==> src/readout_pkg.sv <==
// Constants shared by the holding-register readout and its serial sender.
// Assumes a 25 MHz system clock and a 19200 baud 8/N/1 link.
package readout_pkg;
  localparam int CLK_HZ = 25_000_000;
  localparam int BAUD_RATE = 19200;
  localparam int BIT_CYCLES = CLK_HZ / BAUD_RATE;
  localparam int MAX_QTY = 125;
  localparam logic [15:0] STATUS_ADDR = 16'h08fc;
  localparam logic [15:0] CH0_ADDR = 16'h08fd;
  localparam logic [15:0] CH1_ADDR = 16'h08ff;
  localparam logic [15:0] CH2_ADDR = 16'h0901;
  localparam logic [15:0] CH3_ADDR = 16'h0903;
  localparam logic [15:0] LAST_ADDR = 16'h0904;
  localparam int CHANGED_BIT = 15;
  localparam int FAULT_LO = 0;
  localparam int FAULT_HI = 3;
  localparam logic [7:0] FUNC_READ = 8'h03;
  localparam logic [15:0] STATUS_RESET = 16'h0000;
  localparam logic [15:0] CRC_INIT = 16'hffff;
  localparam logic [15:0] CRC_POLY = 16'ha001;
  localparam int HDR_BYTES = 3;
  localparam int CRC_BYTES = 2;
endpackage

==> src/serial_byte_tx.sv <==
// Byte sender for the half-duplex link: start, eight data bits, stop.
// Assumes the driver holds data steady while valid is high.
`timescale 1ns/1ps
`default_nettype none
module serial_byte_tx
  import readout_pkg::*;
#(
  parameter int BIT_LEN = BIT_CYCLES
) (
  // Clock and control
  input wire logic sys_clk,
  input wire logic srst,
  input wire logic clk_en,
  // Byte in
  input wire logic [7:0] data,
  input wire logic valid,
  output logic ready,
  // Line
  output logic txd
);
  if (BIT_LEN < 2 || BIT_LEN > 65535) begin : g_bit_len_check
    $error("BIT_LEN out of range");
  end

  localparam logic [15:0] BIT_LAST = 16'(BIT_LEN - 1);
  logic [8:0] shreg;
  logic [3:0] bits_left;
  logic [15:0] cnt;
  wire take = ready && valid;
  wire cnt_done = cnt == 16'h0000;

  // RQ8: one bit per baud period
  always_ff @(posedge sys_clk) begin
    if (srst) begin
      ready <= 1'b1;
      txd <= 1'b1;
      shreg <= 9'h000;
      bits_left <= 4'h0;
      cnt <= 16'h0000;
    end else if (clk_en) begin
      if (take) begin
        txd <= 1'b0;
        shreg <= {1'b1, data};
        bits_left <= 4'h9;
        cnt <= BIT_LAST;
        ready <= 1'b0;
      end else if (!ready) begin
        if (!cnt_done) begin
          cnt <= cnt - 16'h0001;
        end else if (bits_left != 4'h0) begin
          txd <= shreg[0];
          shreg <= {1'b1, shreg[8:1]};
          bits_left <= bits_left - 4'h1;
          cnt <= BIT_LAST;
        end else begin
          ready <= 1'b1;
        end
      end
    end
  end
endmodule
`default_nettype wire

==> src/status_readout.sv <==
// Holding-register readout: status word, channel values, read responses.
// Assumes a frame decoder upstream hands over checked read requests.
`timescale 1ns/1ps
`default_nettype none
// Overview of operation
// RQ1: Status bit 1 follows the fault state of the channel at 2303.
// RQ2: Status bit 2 follows the fault state of the channel at 2305.
// RQ3: Status bit 3 follows the fault state of the channel at 2307.
// RQ4: Every read response carries function code 03.
// RQ5: Values go out as 16-bit words high byte first, lowest word first.
// RQ6: Status bit 15 is set on a settings change and cleared when read.
// RQ7: Status bit 0 follows the fault state of the channel at 2301.
// RQ8: The link runs at 19200 baud, eight data bits, no parity, one stop.
// RQ9: Status sits read-only at 2300, four float values from 2301 on.
// RQ10: Status bits 4 to 14 always read zero and cannot be changed.
module status_readout
  import readout_pkg::*;
#(
  parameter int QTY_MAX = MAX_QTY,
  parameter int BIT_LEN = BIT_CYCLES
) (
  // Clock and control
  input wire logic sys_clk,
  input wire logic srst,
  input wire logic clk_en,
  // Read request from the frame decoder
  input wire logic req_valid,
  input wire logic [7:0] dev_addr,
  input wire logic [15:0] req_addr,
  input wire logic [7:0] req_qty,
  output logic req_ready,
  // Channel state
  input wire logic [3:0] ch_fault,
  input wire logic setting_changed,
  input wire logic [31:0] ch_value0,
  input wire logic [31:0] ch_value1,
  input wire logic [31:0] ch_value2,
  input wire logic [31:0] ch_value3,
  // Outputs
  output logic [15:0] status_word,
  output logic txd
);
  // Quantity must fit the request field and the byte counter
  if (QTY_MAX < 1 || QTY_MAX > MAX_QTY) begin : g_qty_check
    $error("QTY_MAX out of range");
  end

  typedef enum logic {IDLE, SEND} st_t;
  st_t state;
  logic [7:0] addr_q;
  logic [15:0] base_q;
  logic [7:0] count_q;
  logic [7:0] byte_idx;
  logic [15:0] crc;
  logic tx_ready;

  // RQ5: two registers per float, low word at the lower address
  function automatic logic [15:0] reg_word(input logic [15:0] a,
      input logic [15:0] st, input logic [127:0] vals);
    logic [15:0] off;
    logic [6:0] sel;
    off = a - CH0_ADDR;
    // Odd offsets pick the upper half of a float
    sel = {off[2:0], 4'h0};
    reg_word = 16'h0000;
    if (a == STATUS_ADDR) begin
      reg_word = st;
    end else if (a >= CH0_ADDR && a <= LAST_ADDR) begin
      reg_word = vals[sel +: 16];
    end
  endfunction

  function automatic logic [15:0] crc_step(input logic [15:0] c,
      input logic [7:0] b);
    logic [15:0] r;
    r = c ^ {8'h00, b};
    for (int i = 0; i < 8; i++) begin
      r = r[0] ? ((r >> 1) ^ CRC_POLY) : (r >> 1);
    end
    crc_step = r;
  endfunction

  wire [127:0] vals = {ch_value3, ch_value2, ch_value1, ch_value0};
  wire qty_ok = req_qty != 8'h00 && 32'(req_qty) <= QTY_MAX;
  wire start = state == IDLE && req_valid && qty_ok;
  wire [7:0] data_bytes = 8'({count_q, 1'b0});
  wire [7:0] frame_last = 8'(data_bytes + 8'(HDR_BYTES + CRC_BYTES - 1));
  wire [7:0] crc_first = 8'(frame_last - 8'h01);
  wire [7:0] data_idx = 8'(byte_idx - 8'(HDR_BYTES));
  wire [15:0] cur_addr = base_q + {9'h000, data_idx[7:1]};
  wire [15:0] cur_word = reg_word(cur_addr, status_word, vals);
  wire in_data = byte_idx >= 8'(HDR_BYTES) && byte_idx < crc_first;
  // Sender paces the frame, so a low clk_en only stretches it
  wire tx_take = state == SEND && tx_ready && clk_en;
  wire last_byte = byte_idx == frame_last;
  // RQ6: reading the status high byte counts as the master's read
  wire status_read = tx_take && in_data && !data_idx[0]
    && cur_addr == STATUS_ADDR;
  // RQ6: change flag next value
  wire next_changed = setting_changed
    || (status_word[CHANGED_BIT] && !status_read);
  logic [7:0] tx_byte;

  // RQ4: header carries the read function code
  // RQ5: high byte of each word first
  always_comb begin
    tx_byte = 8'h00;
    if (byte_idx == 8'h00) begin
      tx_byte = addr_q;
    end else if (byte_idx == 8'h01) begin
      tx_byte = FUNC_READ;
    end else if (byte_idx == 8'h02) begin
      tx_byte = data_bytes;
    end else if (in_data) begin
      tx_byte = data_idx[0] ? cur_word[7:0] : cur_word[15:8];
    end else if (byte_idx == crc_first) begin
      tx_byte = crc[7:0];
    end else begin
      tx_byte = crc[15:8];
    end
  end

  always_ff @(posedge sys_clk) begin
    if (srst) begin
      state <= IDLE;
      req_ready <= 1'b1;
      addr_q <= 8'h00;
      base_q <= 16'h0000;
      count_q <= 8'h00;
      byte_idx <= 8'h00;
      crc <= CRC_INIT;
    end else if (clk_en) begin
      if (start) begin
        state <= SEND;
        req_ready <= 1'b0;
        addr_q <= dev_addr;
        base_q <= req_addr;
        count_q <= req_qty;
        byte_idx <= 8'h00;
        crc <= CRC_INIT;
      end else if (tx_take) begin
        byte_idx <= byte_idx + 8'h01;
        if (byte_idx < crc_first) begin
          crc <= crc_step(crc, tx_byte);
        end
        if (last_byte) begin
          state <= IDLE;
          req_ready <= 1'b1;
        end
      end
    end
  end

  // RQ1: RQ2: RQ3: RQ7: fault bits follow channels
  // RQ10: unused bits held at zero
  // RQ6: set wins over the read clear
  // RQ9: no write path reaches this word
  always_ff @(posedge sys_clk) begin
    if (srst) begin
      status_word <= STATUS_RESET;
    end else if (clk_en) begin
      status_word <= 16'h0000;
      status_word[FAULT_HI:FAULT_LO] <= ch_fault;
      status_word[CHANGED_BIT] <= next_changed;
    end
  end

  // RQ8: bytes leave at 19200 8/N/1
  serial_byte_tx #(.BIT_LEN(BIT_LEN)) u_tx (
    .sys_clk(sys_clk),
    .srst(srst),
    .clk_en(clk_en),
    .data(tx_byte),
    .valid(state == SEND),
    .ready(tx_ready),
    .txd(txd)
  );
endmodule
`default_nettype wire

==> config.mk <==
export PLATFORM = sky130hd
export DESIGN_NAME = status_readout
export DESIGN_NICKNAME = d
export VERILOG_FILES = /design/src/readout_pkg.sv /design/src/serial_byte_tx.sv /design/src/status_readout.sv
export SDC_FILE = /design/constraint.sdc
export NUM_CORES = 1
export LEC_CHECK = 0
export ABC_AREA = 0
export BUFFER_PORTS_ARGS = -buffer_cell sky130_fd_sc_hd__buf_2
export CORE_MARGIN = 2
export CORE_UTILIZATION = 54
export DETAILED_ROUTE_END_ITERATION = 10
export HOLD_SLACK_MARGIN = 0.1
export PLACE_DENSITY = 0.82
export RECOVER_POWER = 50
export SETUP_SLACK_MARGIN = 0.4
export SYNTH_ARGS = -nofsm -noshare
export SYNTH_HDL_FRONTEND = slang
export SYNTH_SLANG_ARGS = --single-unit
==> constraint.sdc <==
create_clock -name sys_clk -period 6.6 [get_ports sys_clk]
set_input_delay 0.66 -clock sys_clk [delete_from_list [all_inputs] [get_ports sys_clk]]
set_output_delay 0.66 -clock sys_clk [all_outputs]
set_load 0.05 [all_outputs]
==> summary.txt <==
Final layout
  • Area occupied by multi-input gates: 0.00483 mm2
  • Fill cells: 1,102
  • Register area: 0.00186 mm2
  • Layout cell share with drive strength beyond 1: 26.1%
  • Layout Nets: 1,158
  • Fin cells: 1,139
  • P&R area growth vs syn: 17.4%
  • Fin util: 65.1%

Logic synthesis
  • Largest family of logic cells by synthesized area: simple AND/OR/NAND/NOR gates
  • Synth area leader: dfxtp_1
  • Avg Inst Size Synth: 8.60 um2
  • Synth top area share: 26.6%
  • Post-synth EDFFs: 0
  • Mux cell area share after synthesis: 14.4%
  • Synth warn: 0
  • Post-synth top cells: nand2_1, dfxtp_1, a21oi_1
  • Post-synth cell types: 83
  • Sequential element share of the synthesized area: 26.6%
  • Compound-Gate Fraction of Synth Area: 18.0%
  • Most used DFF post-synth: dfxtp_1
  • Yosys reg bits: 93
  • Synthesized instance count: 814
  • Synth Area in Simple Gates: 21.0%
  • XOR/XNOR Fraction of Synth Area: 9.54%
  • Post-Syn Area: 0.00700 mm2
  • Async SR Flop Fraction: 0%
  • Adder-cell area share of the yosys netlist: 5.29%
  • Synth area leaders: dfxtp_1, mux4_2, nand2_1
  • Most frequent cell after synthesis: nand2_1

Timing
  • Slew @ Worst Pin: 1.80 ns
  • Final hold violations: 0
  • Hold_ws: 0.468 ns
  • Setup violators final: 0
  • Peak Freq: 175 MHz
  • Slew HR: -21.8%
  • Worst Skew: 0.00670 ns
  • RSZ-0062 raised after global routing: false
  • Final Max Slew Viols: 44
  • Min cycle time layout: 5.71 ns
  • Sum Neg Setup Slack: 0 ns
  • Tcrit/Tclk final: 86.5%

Placed design
  • # placed instances: 1,121
  • Routability cong.: 0.953
  • DPL Wire Length: 15.7 mm
  • PortBufs: 175

Setup path
  • Delay-heaviest family, CP: compound AO/OA/AOI/OAI gates
  • Crit Path Class: flip-flop to flip-flop
  • Critical path required time: 6.84 ns
  • Crit path buffers/inverters: 0
  • Crit start category: flip-flop
  • Crit. End Element: flip-flop
  • Worst-path fanout max: 10
  • Crit-path cells: or3_1 -> a21oi_1 -> nor3b_1 -> xor2_1 -> ha_1 -> nand4_1 -> a211o_1 -> a21oi_1 -> nand4_1 -> o21ai_1 -> o311ai_1 -> a211oi_4 -> a31oi_1 -> o21ai_1 -> xnor2_1 -> xnor3_2 -> xnor3_1 -> o32a_1
  • Worst path max stage delay: 0.46 ns
  • CP Data Arrival Time: 5.95 ns
  • Worst path slowest cell: or3_1

Floorplan
  • Die X: 118 um
  • Core Box Area: 0.0126 mm2
  • DIE HEIGHT: 118 um
  • Initial Util: 55.5%
  • Die area: 0.0139 mm2
  • I/O pins: 187
  • # rows: 41

Run status
  • Failing checks: capacitance limit, slew limit
  • Outcome: finished with violations

Power and ir drop
  • Peak supply drop: 0.125 mV
  • Leak Pwr: 3.42 nW
  • Power Density: 186 mW/mm2

Global route
  • GR Overflow Total: 0
  • Largest net degree at the start of global routing: 49
  • Initial antenna violation count: 3
  • Total global routing track utilization: 29.1%
  • Vias in the first global route: 6,471
  • First-pass GRT wire length: 32.4 mm

Detailed routing
  • WL final: 20.2 mm
  • DR WL met3: 1.75 mm
  • Met2 wire len: 9.63 mm
  • Met1 WL: 8.07 mm
  • Post-DR wirelength/cell: 17.7 um
  • DR top layer: met4
  • DR vias: 6,730
  • Drc violations: 0
  • Routed Antenna Nets: 0
  • Vias per inst: 5.91
  • DRT Pass-1 Iters: 7
  • 1st-iter DRT viols: 641

CTS
  • CTS H-tree depth: 3
  • Root buffer cell: clkbuf_16
  • Post-CTS Hold Buffers: 0
  • Worst-Skew Late Latency: 0.35 ns
  • Longest Clk Path Bufs: 2
  • CTS tree: yes
  • Cts bufs inserted: 9
  • Post-CTS resize count: 0
  • Sink Count: 93
  • Clk slew on worst S/H paths: 0.07 ns
  • Post-CTS Setup Bufs: 0

Min path
  • Worst hold path class: flip-flop to flip-flop

Run
  • Max-Cap Viols: 2
-- kinds of logic after synthesis --
family          after synthesis
simple gates                303
flops                        93
mux                          58
fa+ha+maj                    29
other cells                   1
xor+xnor                     64
buf+inv                      80
compound gates              186
-- per-layer routing --
metal,GRT usage (%),vias to the layer above
met5,0,-
met4,14.2,0
met3,5.18,48
met2,48.7,344
met1,36.1,3105
li1,-,3233
-- stage by stage --
step / area (um2) / power [mW] / setup WS, ns
6_report: 8220 / 1.53 / 0.891
4_1_cts: 8240 / 1.53 / 0.949
3_5_place_dp: 7940 / 1.01 / 0.974
5_1_grt: 8220 / 1.59 / 0.434
2_1_floorplan: 7040 / 0.898 / 0.999
3_3_place_gp: 7940 / 1.00 / 1.18
-- sequential cells by signal (all words and copies together) (netlist names) --
signal and flops:
addr_q 8, base_q 16, byte_idx 8, count_q 7
crc 16, req_ready 1, state 1, status_word 5
u_tx.bits_left 4, u_tx.cnt 16, u_tx.ready 1, u_tx.shreg 9
u_tx.txd 1
-- worst reg2reg max path, stage by stage (launching register included) --
cell,delay (ns)
dfxtp_1,0.42
or3_1,0.46
a21oi_1,0.20
nor3b_1,0.25
xor2_1,0.15
ha_1,0.43
nand4_1,0.15
a211o_1,0.27
a21oi_1,0.25
nand4_1,0.12
o21ai_1,0.40
o311ai_1,0.31
a211oi_4,0.46
a31oi_1,0.16
o21ai_1,0.21
xnor2_1,0.27
xnor3_2,0.45
xnor3_1,0.36
o32a_1,0.29
-- final timing paths --
kind	from	endpoint	slack, ns	depth (start not counted)
setup reg to reg	byte_idx[2]$_SDFFE_PP0P_	crc[14]$_SDFFE_PP1P_	0.89	18
hold reg to reg	base_q[5]$_SDFFE_PP0P_	base_q[5]$_SDFFE_PP0P_	0.47	2
hold / removal	base_q[5]$_SDFFE_PP0P_	base_q[5]$_SDFFE_PP0P_	0.47	2
setup / recovery	byte_idx[2]$_SDFFE_PP0P_	crc[14]$_SDFFE_PP1P_	0.89	18
-- layout by cell type (no fill, tap or decap), types with 22 or more instances in the layout --
master,n
buf_2,166
nand2_1,107
dfxtp_1,93
a21oi_1,67
nor2_1,61
mux4_2,34
xor2_1,28
ha_1,28
xnor2_1,26
nand3_1,26
nor3_1,24
mux2i_1,22
-- power breakdown --
part           total [mW]  switching (mW)  internal, mW  leakage (nW)
Clock               0.533           0.228         0.305         0.142
Combinational       0.392           0.204         0.188          2.52
Sequential          0.604          0.0219         0.582         0.755
Total                1.53           0.455          1.07          3.42
-- layout make-up --
| type | instances | share of cell area [%] |
|---|---|---|
| clock buffers | 11 | 2.95 |
| inverters | 20 | 0.913 |
| repair buffers | 185 | 11.4 |
| well taps | 172 | 2.62 |
| multi-input cells | 651 | 58.7 |
| flip-flops and latches | 93 | 22.6 |
| clock inverters | 5 | 0.715 |
| diodes | 2 | 0.0609 |
Power figures use the tool's default switching activity.
